`config.mk`:
```
export PLATFORM = sky130hd
export DESIGN_NAME = qcr_readout
export DESIGN_NICKNAME = d
export VERILOG_FILES = /design/src/hw/qcr_pkg.sv /design/src/hw/qcr_half_pulse.sv /design/src/hw/qcr_readout.sv
export VERILOG_INCLUDE_DIRS = /design/src /design/src/hw
export SDC_FILE = /design/constraint.sdc
export NUM_CORES = 1
export LEC_CHECK = 0
export ABC_AREA = 1
export BUFFER_PORTS_ARGS = -buffer_cell sky130_fd_sc_hd__buf_4
export CAP_MARGIN = 10
export CORE_AREA = 2 2 53 55
export DETAILED_ROUTE_END_ITERATION = 7
export DIE_AREA = 0 0 55 57
export PLACE_DENSITY = 0.73
export SLEW_MARGIN = 20
export SYNTH_ARGS = -nofsm -noshare
export SYNTH_HDL_FRONTEND = slang
export SYNTH_SLANG_ARGS = --single-unit
```
`constraint.sdc`:
```
create_clock -name clock -period 1.3 [get_ports clock]
set_clock_uncertainty 0.1 [all_clocks]
set_input_delay 0.065 -clock clock [delete_from_list [all_inputs] [get_ports clock]]
set_output_delay 0.065 -clock clock [all_outputs]
set_load 0.1 [all_outputs]
```
`src/hw/qcr_defines.svh`:
```
// Purpose: shared constants for the quadrature count read-out block
// Assumes: included by bare name from the half-pulse and read-out design files
// Notes: values are hardware figures, used through the names only
`ifndef QCR_DEFINES_SVH
`define QCR_DEFINES_SVH

`define QCR_FULL_WIDTH 16
`define QCR_BYTE_WIDTH 8
`define QCR_LATCH_RESET 16'h0000
`define QCR_LOW_BYTE_LSB 0
`define QCR_HIGH_BYTE_LSB 8
`define QCR_DIR_LEAD_CYCLES 1

`endif

```
`src/hw/qcr_pkg.sv`:
```
// Purpose: types for the quadrature count read-out block
// Assumes: nothing beyond the defines header
// Notes: inhibit sequence states
package qcr_pkg;

  typedef enum logic [1:0] {
    QCR_IDLE = 2'b00,
    QCR_HELD = 2'b01,
    QCR_ARMED = 2'b10
  } qcr_inhibit_t;

endpackage : qcr_pkg

```
`src/hw/qcr_half_pulse.sv`:
```
// Purpose: half-cycle pulse from a per-cycle fire request
// Assumes: fire is a level sampled on rising edges
// Notes: pulse is high from the rising edge to the following falling edge
`timescale 1ns/1ps
`include "qcr_defines.svh"

module qcr_half_pulse
  import qcr_pkg::*;
(
  // clock and reset
  input wire logic clock,
  input wire logic arst_n,
  // request and pulse
  input wire logic fire,
  output logic pulse
);

  logic rise_tgl_reg;
  logic fall_tgl_reg;

  // toggles, so back-to-back requests still give separate pulses
  always_ff @(posedge clock or negedge arst_n) begin
    if (!arst_n) begin
      rise_tgl_reg <= 1'b0;
    end else if (fire) begin
      rise_tgl_reg <= ~rise_tgl_reg;
    end
  end

  always_ff @(negedge clock or negedge arst_n) begin
    if (!arst_n) begin
      fall_tgl_reg <= 1'b0;
    end else begin
      fall_tgl_reg <= rise_tgl_reg;
    end
  end

  assign pulse = rise_tgl_reg ^ fall_tgl_reg;

endmodule : qcr_half_pulse

```
`src/hw/qcr_readout.sv`:
```
// Purpose: position latch, inhibit logic, byte bus and cascade outputs
// Assumes: counter_value, count_event and count_up come from the counter job
// Notes: count_event marks a count one cycle before the counter takes it
`timescale 1ns/1ps
`include "qcr_defines.svh"

module qcr_readout
  import qcr_pkg::*;
#(
  parameter int WIDTH = `QCR_FULL_WIDTH
) (
  // clock and resets
  input wire logic clock,
  input wire logic rstn,
  input wire logic clear_n,
  // from the up/down counter
  input wire logic [WIDTH-1:0] counter_value,
  input wire logic count_event,
  input wire logic count_up,
  // host byte bus
  input wire logic oe_n,
  input wire logic byte_sel,
  output logic [`QCR_BYTE_WIDTH-1:0] byte_bus,
  output logic byte_bus_oe,
  // cascade outputs
  output logic decode_count_pulse,
  output logic carry_borrow_pulse,
  output logic up_down,
  // status
  output logic inhibit
);

  logic rst_meta_reg;
  logic rst_sync_reg;
  logic arst_n;
  logic [WIDTH-1:0] latch_reg;
  logic [`QCR_FULL_WIDTH-1:0] latch_wide;
  qcr_inhibit_t inh_reg;
  qcr_inhibit_t inh_next;
  logic up_down_reg;
  logic dec_pend_reg;
  logic cas_pend_reg;
  logic dec_fire_reg;
  logic cas_fire_reg;
  logic wrap;

  // reset release through two flops
  always_ff @(posedge clock or negedge rstn) begin
    if (!rstn) begin
      rst_meta_reg <= 1'b0;
      rst_sync_reg <= 1'b0;
    end else begin
      rst_meta_reg <= 1'b1;
      rst_sync_reg <= rst_meta_reg;
    end
  end

  // latch and inhibit clear acts without the clock
  assign arst_n = rst_sync_reg & clear_n;

  // position latch
  always_ff @(posedge clock or negedge arst_n) begin
    if (!arst_n) begin
      latch_reg <= WIDTH'(`QCR_LATCH_RESET);
    end else if (!inhibit) begin
      latch_reg <= counter_value;
    end
  end

  // narrow variant pads the high byte with zeros
  always_comb begin
    latch_wide = '0;
    latch_wide[WIDTH-1:0] = latch_reg;
  end

  // inhibit sequence, decided on falling edges
  always_comb begin
    inh_next = inh_reg;
    unique case (inh_reg)
      QCR_IDLE: begin
        if (!oe_n && !byte_sel) begin
          inh_next = QCR_HELD;
        end
      end
      QCR_HELD: begin
        // enable may rise between bytes; stay held
        if (!oe_n && byte_sel) begin
          inh_next = QCR_ARMED;
        end
      end
      QCR_ARMED: begin
        if (oe_n) begin
          inh_next = QCR_IDLE;
        end
      end
      default: begin
        inh_next = QCR_IDLE;
      end
    endcase
  end

  // sampling needs enable and select steady around the fall
  always_ff @(negedge clock or negedge arst_n) begin
    if (!arst_n) begin
      inh_reg <= QCR_IDLE;
    end else begin
      inh_reg <= inh_next;
    end
  end

  assign inhibit = (inh_reg != QCR_IDLE);

  // byte bus: select low gives the high byte
  always_comb begin
    if (byte_sel) begin
      byte_bus = latch_wide[`QCR_LOW_BYTE_LSB +: `QCR_BYTE_WIDTH];
    end else begin
      byte_bus = latch_wide[`QCR_HIGH_BYTE_LSB +: `QCR_BYTE_WIDTH];
    end
  end

  assign byte_bus_oe = ~oe_n;

  // wrap seen on the value before the counter takes the count
  assign wrap = count_up ? (&counter_value) : ~(|counter_value);

  // direction leads the pulse by a cycle; inhibit never looks in here
  always_ff @(posedge clock or negedge rst_sync_reg) begin
    if (!rst_sync_reg) begin
      up_down_reg <= 1'b0;
      dec_pend_reg <= 1'b0;
      cas_pend_reg <= 1'b0;
      dec_fire_reg <= 1'b0;
      cas_fire_reg <= 1'b0;
    end else begin
      if (count_event) begin
        up_down_reg <= count_up;
      end
      dec_pend_reg <= count_event;
      cas_pend_reg <= count_event & wrap;
      dec_fire_reg <= dec_pend_reg;
      cas_fire_reg <= cas_pend_reg;
    end
  end

  assign up_down = up_down_reg;

  qcr_half_pulse u_dec_pulse (
    .clock(clock),
    .arst_n(rst_sync_reg),
    .fire(dec_pend_reg),
    .pulse(decode_count_pulse)
  );

  qcr_half_pulse u_cas_pulse (
    .clock(clock),
    .arst_n(rst_sync_reg),
    .fire(cas_pend_reg),
    .pulse(carry_borrow_pulse)
  );

  // checks
  a_latch_loads: assert property (
    @(posedge clock) disable iff (!arst_n)
    !inhibit |=> (latch_reg == $past(counter_value))
  ) else $error("latch did not take counter value");

  a_latch_frozen: assert property (
    @(posedge clock) disable iff (!arst_n)
    inhibit |=> $stable(latch_reg)
  ) else $error("latch moved while inhibited");

  a_clear_latch: assert property (
    @(posedge clock)
    (!clear_n && rst_sync_reg) |-> (latch_reg == '0 && !inhibit)
  ) else $error("clear left latch or inhibit set");

  a_high_byte_out: assert property (
    @(posedge clock) disable iff (!arst_n)
    (!oe_n && !byte_sel) |-> (byte_bus_oe && byte_bus == latch_wide[15:8])
  ) else $error("high byte not driven");

  a_low_byte_out: assert property (
    @(posedge clock) disable iff (!arst_n)
    byte_sel |-> (byte_bus == latch_reg[7:0] && byte_bus_oe == !oe_n)
  ) else $error("low byte not driven");

  a_inhibit_set: assert property (
    @(negedge clock) disable iff (!arst_n)
    (inh_reg == QCR_IDLE && !byte_sel && !oe_n) |=> inhibit
  ) else $error("inhibit not set by high byte read");

  a_release_armed: assert property (
    @(negedge clock) disable iff (!arst_n)
    (inh_reg == QCR_HELD && byte_sel && !oe_n) |=> (inh_reg == QCR_ARMED && inhibit)
  ) else $error("release not armed by low byte read");

  a_release_done: assert property (
    @(negedge clock) disable iff (!arst_n)
    (inh_reg == QCR_ARMED && oe_n) |=> !inhibit
  ) else $error("inhibit not cleared after read");

  a_single_byte: assert property (
    @(negedge clock) disable iff (!arst_n)
    (inh_reg == QCR_IDLE && byte_sel) |=> !inhibit
  ) else $error("single byte read set inhibit");

  a_decode_half: assert property (
    @(negedge clock) disable iff (!rst_sync_reg)
    decode_count_pulse == dec_fire_reg
  ) else $error("decode pulse wrong in first half cycle");

  a_cascade_half: assert property (
    @(negedge clock) disable iff (!rst_sync_reg)
    carry_borrow_pulse == cas_fire_reg
  ) else $error("cascade pulse wrong in first half cycle");

  a_pulse_free: assert property (
    @(posedge clock) disable iff (!rst_sync_reg)
    count_event |-> ##2 dec_fire_reg
  ) else $error("decode pulse missing two cycles after count");

  a_dir_steady: assert property (
    @(posedge clock) disable iff (!rst_sync_reg)
    (dec_pend_reg && !count_event) |=> $stable(up_down_reg)
  ) else $error("direction moved at pulse rise");

  a_narrow_high: assert property (
    @(posedge clock) disable iff (!arst_n)
    !byte_sel |-> ((byte_bus >> (WIDTH - `QCR_BYTE_WIDTH)) == '0)
  ) else $error("unused high byte bits not zero");

  a_bus_drive: assert property (
    @(posedge clock)
    !oe_n |-> byte_bus_oe
  ) else $error("bus not driven while enabled");

  a_bus_float: assert property (
    @(posedge clock)
    oe_n |-> !byte_bus_oe
  ) else $error("bus driven while disabled");

  a_held_stay: assert property (
    @(negedge clock) disable iff (!arst_n)
    (inh_reg == QCR_HELD && !oe_n && !byte_sel) |=> (inh_reg == QCR_HELD)
  ) else $error("held state left during high byte read");

  a_held_gap: assert property (
    @(negedge clock) disable iff (!arst_n)
    (inh_reg == QCR_HELD && oe_n) |=> (inh_reg == QCR_HELD)
  ) else $error("inhibit lost between two short enables");

  a_armed_stay: assert property (
    @(negedge clock) disable iff (!arst_n)
    (inh_reg == QCR_ARMED && !oe_n) |=> (inh_reg == QCR_ARMED)
  ) else $error("release finished while still enabled");

  a_inhibit_rise: assert property (
    @(negedge clock) disable iff (!arst_n)
    $rose(inhibit) |-> ($past(oe_n) == 1'b0 && $past(byte_sel) == 1'b0)
  ) else $error("inhibit set without high byte read");

  a_clear_idle: assert property (
    @(negedge clock)
    !clear_n |-> (inh_reg == QCR_IDLE)
  ) else $error("clear left inhibit sequence running");

  a_dir_lead: assert property (
    @(posedge clock) disable iff (!rst_sync_reg)
    dec_pend_reg |-> (up_down == $past(count_up))
  ) else $error("direction not ready before pulse");

  a_decode_ends: assert property (
    @(posedge clock) disable iff (!rst_sync_reg)
    !decode_count_pulse
  ) else $error("decode pulse longer than half a cycle");

  a_cascade_ends: assert property (
    @(posedge clock) disable iff (!rst_sync_reg)
    !carry_borrow_pulse
  ) else $error("cascade pulse longer than half a cycle");

endmodule : qcr_readout
```
==> reports/qor.csv, run 1 <==
stage;metric;value;unit
critical_path;CP Capture Type;output port;
layout;area grow syn2layout;97.5;%
clock_network;CTS clock-pin slew for the worst setup and hold paths;0.16;ns
clock_network;Root Buffer;clkbuf_4;
layout;register area;679;µm²
routing;Final ANT Viol Nets;0;
layout;diode count;0;
flow_run;Max Cap Viol;0;
power_and_ir_drop;VDD IR max;0.00214;V
die;number of I/O pins;36;
routing;DR iter-0 viols;45;
synth;Synth area leader;dfrtp_1;
die;Initial Utilization;0.454;
die;DIE HEIGHT;57;µm
grt;grt ovf;0;
critical_path;CP max FO;10;
run_status;failing checks;setup timing;
die;core area;2620;µm²
place;# port buffers;35;
timing;Max Slew Vio Count;0;
clock_network;clk buf depth;2;
routing;drt pass-1 iters;5;
clock_network;# clock sinks;27;
die;die area;3140;µm²
place;dpl hpwl;2140;µm
clock_network;Skew-Pair Late Insertion Delay;0.33;ns
routing;wire per inst;18.9;µm
routing;via count;1353;
place;GP Congestion;0.784;
critical_path;CP Data Arrival Time;1.83;ns
grt;global-route wire length before repair;5530;µm
synth;synthesized area;1190;µm²
layout;fin cells;251;
timing;hold slack;0.112;ns
layout;layout cell share with drive strength beyond 1;0.550;
synth;yosys warns;0;
clock_network;CTS H-tree lvls;1;
critical_path;CP Launch Type;flip-flop;
layout;most common cell after layout, fill and taps aside;buf_4;
layout;Multi-input gate area;703;µm²
synth;Distinct cells, synth;18;
layout;fin nets;244;
die;DIE WIDTH;55;µm
synth;Yosys top cell area share;0.485;
layout;most frequent cells in the layout;buf_4 (41), nand2_2 (25), dlygate4sd3_1 (21), nand2_1 (20), dfrtp_1 (20);
die;num rows;19;
power_and_ir_drop;LEAKAGE;1.13;nW
grt;vias in the first global route;1252;
layout;post-layout util;0.897;
critical_path;critical path data required time;1.13;ns
layout;Fill cells;116;
synth;register area share after synthesis;0.569;
grt;initial antenna violation count;0;
run_status;outcome;finished, violations left;
synth;post-synthesis cell count;142;
timing;TNS Setup;-10.46;ns
place;DP Cell Count;213;
critical_path;WS Path Type;flip-flop to output port;
timing;min setup slack post-route;-0.695;ns
place;post-placement cell area;1690;µm²
grt;largest net degree at the start of global routing;17;
synth;Syn Area/Cell;8.36;µm²
timing;count of final hold-check violations;0;
grt;Total GRT Usage;0.251;
power_and_ir_drop;pwr dens;1770;nW/µm²
clock_network;CTS Buf Count;3;
routing;drt via density;5.39;
timing;RSZ-0062 raised after global routing;true;
synth;main area contributors after synthesis;dfrtp_1 (48%), nand2_1 (17%), dfrtn_1 (8.4%);
synth;net count after synthesis;165;
timing;final setup vio count;23;
routing;drt drc;0;
routing;final WL;4750;µm
layout;Finished Cell Area;2340;µm²
clock_network;CTS tree;yes;
synth;register bit total from synthesis;27;
min_path;Hold Path Class;flip-flop to async pin;
layout;number of flip-flops under the largest register name;16;
## layout make-up
class | instances | area share
well taps | 31 | 0.0165
inverters | 13 | 0.0272
flip-flops and latches | 27 | 0.290
repair buffers | 78 | 0.354
multi-input cells | 98 | 0.300
clock buffers | 3 | 0.00961
clock inverters | 1 | 0.00320
## where the power goes
group	switching, W	internal, W	total (W)
sequential	0.000141	0.00104	0.00118
clock	0.000270	0.000118	0.000388
combinational	0.00155	0.00103	0.00258
## cells in the mapped netlist
| library cell | instances |
|---|---|
| nor2_1 | 14 |
| inv_2 | 1 |
| inv_1 | 12 |
| buf_2 | 2 |
| conb_1 | 1 |
| a211oi_1 | 1 |
| buf_4 | 2 |
| and3_1 | 1 |
| nor2_4 | 1 |
| nand3_1 | 1 |
| o21a_1 | 1 |
| xor2_1 | 4 |
| nand4_1 | 2 |
| dfrtn_1 | 4 |
| nand2_1 | 53 |
| or2_1 | 2 |
| dfrtp_1 | 23 |
| o21ai_0 | 17 |
## worst paths after layout
path	depth (start not counted)	endpoint	slack (ns)	start
setup / recovery	3	inhibit	-0.69	inh_reg[0]
hold reg to reg	1	u_dec_pulse.rise_tgl_reg	0.11	rst_sync_reg
hold / removal	1	u_dec_pulse.rise_tgl_reg	0.11	rst_sync_reg
setup reg to reg	5	latch_reg[11]	-0.59	inh_reg[0]
min in group clock	0	rst_sync_reg	0.27	rst_meta_reg
max in group asynchronous	2	inh_reg[1]	0.25	rst_sync_reg
## timing repair
action / CTS / global route
gates resized for setup: 36 / 46
pin swaps: 1 / 13
setup buffers: 3 / 8
gates cloned: 0 / 2
endpoints found under the setup margin: 29 / 29
hold buffers: 21 / 0
hold endpoints to repair: 37 / 0
## critical path, cell delays in order, from the launching register on
cell and delay, ns:
dfrtn_1 0.40, nor2_4 0.20, inv_8 0.08, buf_12 0.17
## cells by family (layout without fill, tap and decap cells)
family,after synthesis,in the layout,synth area share
AOI/OAI and AO/OA,19,19,0.0843
xor gates and xnor gates,4,4,0.0295
buffers and inverters,17,95,0.0622
DFF,27,27,0.569
other,1,1,0.00316
and+or+nand+nor,74,74,0.252
## metrics by stage
stage | setup slack [ns] | total power [W]
final | -0.695 | 0.00414
after global routing | -0.732 | 0.00428
after CTS | -0.703 | 0.00370
after detailed placement | -0.440 | 0.00290
after global placement | -0.412 | 0.00286
after floorplan | -0.549 | 0.00252
## metal layers
metal | part of all wire | track usage
met5 | 0 | 0
met4 | 0.056 | 0.139
met3 | 0.046 | 0.0419
met2 | 0.53 | 0.405
met1 | 0.37 | 0.311
Power figures use the tool's default switching activity.
==> run 2: changes to the inputs <==
--- a/config.mk
+++ b/config.mk
@@ -6,13 +6,14 @@
 export SDC_FILE = /design/constraint.sdc
 export NUM_CORES = 1
 export LEC_CHECK = 0
-export ABC_AREA = 1
+export ABC_AREA = 0
 export BUFFER_PORTS_ARGS = -buffer_cell sky130_fd_sc_hd__buf_4
 export CAP_MARGIN = 10
-export CORE_AREA = 2 2 53 55
+export CORE_AREA = 2 2 76 42
 export DETAILED_ROUTE_END_ITERATION = 7
-export DIE_AREA = 0 0 55 57
-export PLACE_DENSITY = 0.73
+export DIE_AREA = 0 0 78 44
+export PLACE_DENSITY = 0.71
+export SETUP_SLACK_MARGIN = 0.5
 export SLEW_MARGIN = 20
 export SYNTH_ARGS = -nofsm -noshare
 export SYNTH_HDL_FRONTEND = slang
==> constraint.sdc (replaced) <==
create_clock -name clock -period 1.6 [get_ports clock]
set_clock_uncertainty 0.1 [all_clocks]
set_input_delay 0.08 -clock clock [delete_from_list [all_inputs] [get_ports clock]]
set_output_delay 0.08 -clock clock [all_outputs]
set_load 0.1 [all_outputs]
==> run 2 against run 1 <==
The run ends with hold timing, setup timing left. First-iteration DRC count up 62%. Utilization fell by 12 points. Combinational power down 43%. Worst hold slack got worse by 0.38 ns. Routed wire length fell by 25%. Cell count decreased by 22%. Via count is 26% lower. Synthesized area decreased by 2.6%. Sequential cell count did not move. Critical endpoint is now latch_reg[15].
==> reports/qor.csv, run 2 <==
stage;metric;value;unit
critical_path;CP Capture Type;flip-flop;
synth;register area share after synthesis;0.584;
critical_path;critical path, cell by cell;nor2_4 -> buf_12 -> buf_12 -> mux2_2;
timing;hold slack;-0.268;ns
synth;Post-Synth Adder-Cell Area;0;
synth;EDFF count, synth;0;
power_and_ir_drop;Pint;0.00162;W
power_and_ir_drop;Combinational Power Share;0.538;
critical_path;CP Launch Type;flip-flop;
synth;commonest cells in the synthesized netlist;mux2_2 (25), dfrtp_1 (23), dfrtn_1 (4), nand4_1 (4), xor2_1 (4);
power_and_ir_drop;Reg power frac;0.320;
critical_path;Critical Path Start;inh_reg[0];
layout;most common cell after layout, fill and taps aside;buf_4;
synth;Yosys top cell area share;0.498;
critical_path;reg2reg end;latch_reg[15];
die;number of I/O pins;36;
critical_path;CP max stage cell;dfrtn_1;
timing;count of final hold-check violations;16;
place;post-place setup slack;-0.456;ns
critical_path;CP Data Arrival Time;2.25;ns
routing;wire per inst;18.0;µm
layout;most frequent cells in the layout;buf_4 (37), mux2_4 (20), dfrtp_1 (19), dlygate4sd3_1 (19), buf_12 (14);
grt;initial antenna violation count;0;
synth;post-synthesis xor/xnor area fraction;0.0303;
die;DIE HEIGHT;44;µm
synth;synthesized area;1160;µm²
place;# port buffers;35;
critical_path;Worst path max stage delay;0.39;ns
critical_path;Worst R2R Path Depth;4;
critical_path;Worst R2R Setup Slack;-0.58;ns
power_and_ir_drop;Sw Ratio;0.406;
synth;multiplexer share of the synthesized area;0.244;
grt;Total GRT Usage;0.226;
timing;min setup slack post-route;-0.584;ns
synth;main area contributors after synthesis;dfrtp_1 (50%), mux2_2 (24%), dfrtn_1 (8.7%);
clock_network;CTS Buf Count;3;
synth;dominant cell by count in the synthesized netlist;mux2_2;
die;num rows;14;
clock_network;CTS H-tree lvls;1;
synth;register bit total from synthesis;27;
die;Initial Utilization;0.413;
routing;via count;995;
timing;Max Slew Vio Count;0;
die;die area;3430;µm²
layout;fin nets;181;
power_and_ir_drop;LEAKAGE;1.03;nW
critical_path;critical path's top delay family;flip-flops;
grt;largest net degree at the start of global routing;16;
clock_network;Skew-Pair Late Insertion Delay;0.28;ns
place;DP Cell Count;163;
synth;Distinct cells, synth;22;
synth;Syn Area/Cell;14.1;µm²
routing;Final ANT Viol Nets;0;
power_and_ir_drop;net switching power;0.00111;W
critical_path;reg2reg start;inh_reg[0];
min_path;Hold Path Class;primary input to async pin;
die;core area;2800;µm²
clock_network;CTS clock-pin slew for the worst setup and hold paths;0.09;ns
layout;diode count;0;
critical_path;worst path bufs/invs;2;
clock_network;Root Buffer;clkbuf_8;
timing;RSZ-0062 raised after global routing;true;
power_and_ir_drop;Clk pwr share;0.143;
die;DIE WIDTH;78;µm
clock_network;hold_buf cts;19;
clock_network;CTS tree;yes;
timing;final setup vio count;19;
layout;area grow syn2layout;87.7;%
routing;final WL;3540;µm
synth;simple logic cell fraction of the synthesized area;0.102;
power_and_ir_drop;VDD IR max;0.00123;V
synth;net count after synthesis;105;
run_status;outcome;finished, violations left;
routing;drt drc;0;
timing;TNS Setup;-10.38;ns
critical_path;CP Depth;4;
layout;fin cells;197;
synth;compound-gate portion of the synthesized area;0.0141;
synth;yosys warns;0;
flow_run;Max Cap Viol;0;
clock_network;clk buf depth;2;
grt;global-route wire length before repair;5680;µm
clock_network;# clock sinks;27;
routing;DR iter-0 viols;73;
place;dpl hpwl;2030;µm
synth;ys async rst share;1.00;
synth;post-synthesis cell count;82;
layout;number of flip-flops under the largest register name;16;
critical_path;Crit path top cell by count;buf_12;
routing;drt pass-1 iters;4;
synth;Most used DFF post-synth;dfrtp_1;
critical_path;CP max FO;15;
run_status;failing checks;hold timing, setup timing;
synth;Synth area leader;dfrtp_1;
power_and_ir_drop;pwr dens;1260;nW/µm²
grt;grt ovf;0;
critical_path;critical path data required time;1.67;ns
critical_path;WS Path Type;flip-flop to flip-flop;
place;GP Congestion;0.734;
routing;drt via density;5.05;
grt;vias in the first global route;1102;
layout;layout cell share with drive strength beyond 1;0.611;
synth;largest family of logic cells by synthesized area;multiplexers;
-- run 2: worst max path at each step --
| stage | to |
|---|---|
| after floorplan | inhibit |
| after global placement | latch_reg[7] |
| after detailed placement | latch_reg[4] |
| after CTS | inhibit |
| after global routing | inhibit |
| final | latch_reg[15] |
-- run 2: worst register-to-register path, cell delays in order, from the launching register on --
cell and delay (ns):
dfrtn_1 0.39, nor2_4 0.15, buf_12 0.12, buf_12 0.16, mux2_2 0.36
-- run 2: power by group through the flow --
stage	clock [W]	combinational, W	sequential [W]
after floorplan	0	0.000778	0.000901
after global placement	0	0.00104	0.000867
after detailed placement	0	0.00106	0.000874
after CTS	0.000397	0.00143	0.000866
after global routing	0.000421	0.00151	0.000881
final	0.000389	0.00146	0.000870
-- run 2: repair_timing --
action | CTS | global route
pin swaps | 4 | 3
endpoints found under the hold margin | 36 | 16
setup buffers | 9 | 2
resized for setup | 60 | 6
setup endpoints to repair | 36 | 35
-- run 2: through the flow --
| stage | cell area, µm² | power [W] | util |
|---|---|---|---|
| 3_5_place_dp | 1570 | 0.00193 | 0.562 |
| 4_1_cts | 2130 | 0.00269 | 0.760 |
| 6_report | 2170 | 0.00272 | 0.774 |
| 2_1_floorplan | 1220 | 0.00168 | - |
| 3_3_place_gp | 1570 | 0.00191 | 0.562 |
| 5_1_grt | 2170 | 0.00281 | 0.774 |
-- run 2: cell type report --
type | count | area [µm²]
inverter | 2 | 11.3
tap | 40 | 50.0
multi-input combinational | 51 | 589
sequential | 27 | 683
fill | 168 | 633
clock inverter | 1 | 5.00
timing repair buffer | 73 | 790
clock buffer | 3 | 41.3
-- run 2: per-layer routing --
layer	global-route usage	vias up	part of all wire
met5	0	-	0
met4	0.0807	0	0.021
met3	0.0563	8	0.041
met2	0.378	34	0.49
met1	0.293	511	0.45
li1	-	442	-
-- run 2: logic make-up (layout without fill, tap and decap cells) --
family | after synthesis | count (layout)
flip-flops | 27 | 27
multiplexers | 25 | 25
AND/OR/NAND/NOR | 18 | 18
XOR/XNOR | 4 | 4
buffers and inverters | 4 | 79
AO/OA/AOI/OAI | 3 | 3
other | 1 | 1
==> run 3: changes to the inputs <==
--- a/config.mk
+++ b/config.mk
@@ -9,9 +9,10 @@
 export ABC_AREA = 0
 export BUFFER_PORTS_ARGS = -buffer_cell sky130_fd_sc_hd__buf_4
 export CAP_MARGIN = 10
-export CORE_AREA = 2 2 76 42
+export CORE_AREA = 3 3 77 43
 export DETAILED_ROUTE_END_ITERATION = 7
-export DIE_AREA = 0 0 78 44
+export DIE_AREA = 0 0 80 46
+export GPL_TIMING_DRIVEN = 1
 export PLACE_DENSITY = 0.71
 export SETUP_SLACK_MARGIN = 0.5
 export SLEW_MARGIN = 20
==> run 3 against run 2 <==
Largest cell class unchanged. Worst hold slack improved by 0.063 ns. Cell count increased by 0.51%. Final area is 0.87% lower. Via count rose by 2.9%. Largest power group unchanged. Sequential power rose by 1%. The run still ends with hold timing, setup timing left.
==> reports/qor.csv, run 3 (synthesized netlist as in run 2, its figures left out) <==
stage;metric;value;unit
run_status;outcome;finished, violations left;
timing;RSZ-0062 raised after global routing;true;
routing;drt pass-1 iters;4;
flow_run;Max Cap Viol;0;
clock_network;Skew-Pair Late Insertion Delay;0.28;ns
die;number of I/O pins;36;
die;core area;2600;µm²
power_and_ir_drop;VDD IR max;0.00140;V
die;num rows;13;
power_and_ir_drop;net switching power;0.00112;W
power_and_ir_drop;Reg power frac;0.323;
routing;Final ANT Viol Nets;0;
min_path;Hold Path Class;primary input to async pin;
place;dpl hpwl;1760;µm
clock_network;Root Buffer;clkbuf_8;
clock_network;CTS H-tree lvls;1;
power_and_ir_drop;Combinational Power Share;0.532;
clock_network;CTS Buf Count;3;
die;DIE WIDTH;80;µm
place;# port buffers;35;
grt;grt ovf;0;
layout;most frequent cells in the layout;buf_4 (40), dfrtp_1 (19), dlygate4sd3_1 (19), mux2_2 (15), buf_12 (13);
power_and_ir_drop;Clk pwr share;0.145;
clock_network;hold_buf cts;19;
layout;Fill cells;133;
clock_network;CTS tree;yes;
power_and_ir_drop;LEAKAGE;0.991;nW
routing;via count;1024;
routing;DR iter-0 viols;49;
routing;drt via density;5.17;
clock_network;CTS clock-pin slew for the worst setup and hold paths;0.10;ns
timing;count of final hold-check violations;16;
place;GP Congestion;0.751;
power_and_ir_drop;pwr dens;1270;nW/µm²
grt;initial antenna violation count;0;
critical_path;CP max FO;5;
grt;largest net degree at the start of global routing;17;
critical_path;CP Data Arrival Time;2.01;ns
timing;hold slack;-0.205;ns
routing;wire per inst;19.0;µm
power_and_ir_drop;Pint;0.00161;W
critical_path;critical path data required time;1.42;ns
power_and_ir_drop;Sw Ratio;0.410;
run_status;failing checks;hold timing, setup timing;
routing;drt drc;0;
grt;Total GRT Usage;0.203;
grt;vias in the first global route;1114;
critical_path;WS Path Type;flip-flop to output port;
die;die area;3680;µm²
die;Initial Utilization;0.444;
place;post-place setup slack;-0.434;ns
die;DIE HEIGHT;46;µm
layout;diode count;0;
layout;most common cell after layout, fill and taps aside;buf_4;
critical_path;CP Capture Type;output port;
timing;Max Slew Vio Count;0;
timing;min setup slack post-route;-0.593;ns
layout;number of flip-flops under the largest register name;16;
clock_network;# clock sinks;27;
timing;final setup vio count;19;
grt;global-route wire length before repair;5510;µm
critical_path;CP Launch Type;flip-flop;
routing;final WL;3770;µm
layout;layout cell share with drive strength beyond 1;0.621;
clock_network;clk buf depth;2;
layout;area grow syn2layout;86.0;%
layout;fin nets;185;
run 3: changes by cell type in the layout (fill, tap and decap cells not counted), moves of 2 or more:
cell / previous run / this run
nor2_2: 0 / 2
mux2_2: 5 / 15
buf_6: 1 / 3
mux2_4: 20 / 10
buf_4: 37 / 40
run 3: per-layer routing:
layer,track usage,wire (µm),vias up
met2,0.400,1990,45
li1,-,-,447
met1,0.235,1480,523
met4,0.0236,65,0
met5,0,0,-
met3,0.0514,225,9
run 3: timing repair:
item	in CTS	in global routing
buffers inserted	10	7
gates cloned	0	0
setup endpoints to repair	34	36
gates resized for setup	50	7
pin swaps	3	2
hold endpoints to repair	37	16
run 3: final timing paths:
| check | startpoint | end | slack (ns) | cells after the start |
|---|---|---|---|---|
| setup / recovery | inh_reg[0] | inhibit | -0.59 | 4 |
| hold / removal | clear_n | latch_reg[1] | -0.20 | 3 |
| setup reg to reg | inh_reg[0] | latch_reg[6] | -0.58 | 4 |
| hold reg to reg | rst_sync_reg | u_cas_pulse.rise_tgl_reg | 0.08 | 1 |
| max in group asynchronous | rst_sync_reg | inh_reg[0] | 0.46 | 1 |
| min in group clock | counter_value[14] | cas_pend_reg | 0.05 | 3 |
run 3: area by class of cell:
class,count,area [µm²],area share
clock buffer,3,41.3,0.0192
inverter,2,11.3,0.00524
timing repair buffer,77,815,0.379
clock inverter,1,7.51,0.00349
sequential,27,683,0.318
multi-input combinational,51,547,0.254
tap,37,46.3,0.0215
run 3: power groups by stage:
stage | Clock (W) | Sequential [W] | Combinational (W)
final | 0.000396 | 0.000881 | 0.00145
after global routing | 0.000424 | 0.000892 | 0.00150
after CTS | 0.000395 | 0.000863 | 0.00139
after detailed placement | 0 | 0.000876 | 0.00104
after global placement | 0 | 0.000871 | 0.00103
after floorplan | 0 | 0.000901 | 0.000778
run 3: stage by stage:
stage           util  area, µm²  std cells  power, W  TNS, ns
6_report       0.826       2150        198   0.00273   -10.53
5_1_grt        0.826       2150        198   0.00281   -11.09
4_1_cts        0.796       2070        191   0.00265    -9.83
3_5_place_dp   0.598       1560        158   0.00192    -7.81
3_3_place_gp   0.598       1560        158   0.00190    -7.69
2_1_floorplan      -       1220         82   0.00168    -8.48
run 3: worst max-delay path, stage by stage (launching register included):
cell and delay, ns:
dfrtn_1 0.39, nor2_4 0.15, buf_12 0.13, clkinvlp_4 0.09
buf_12 0.17
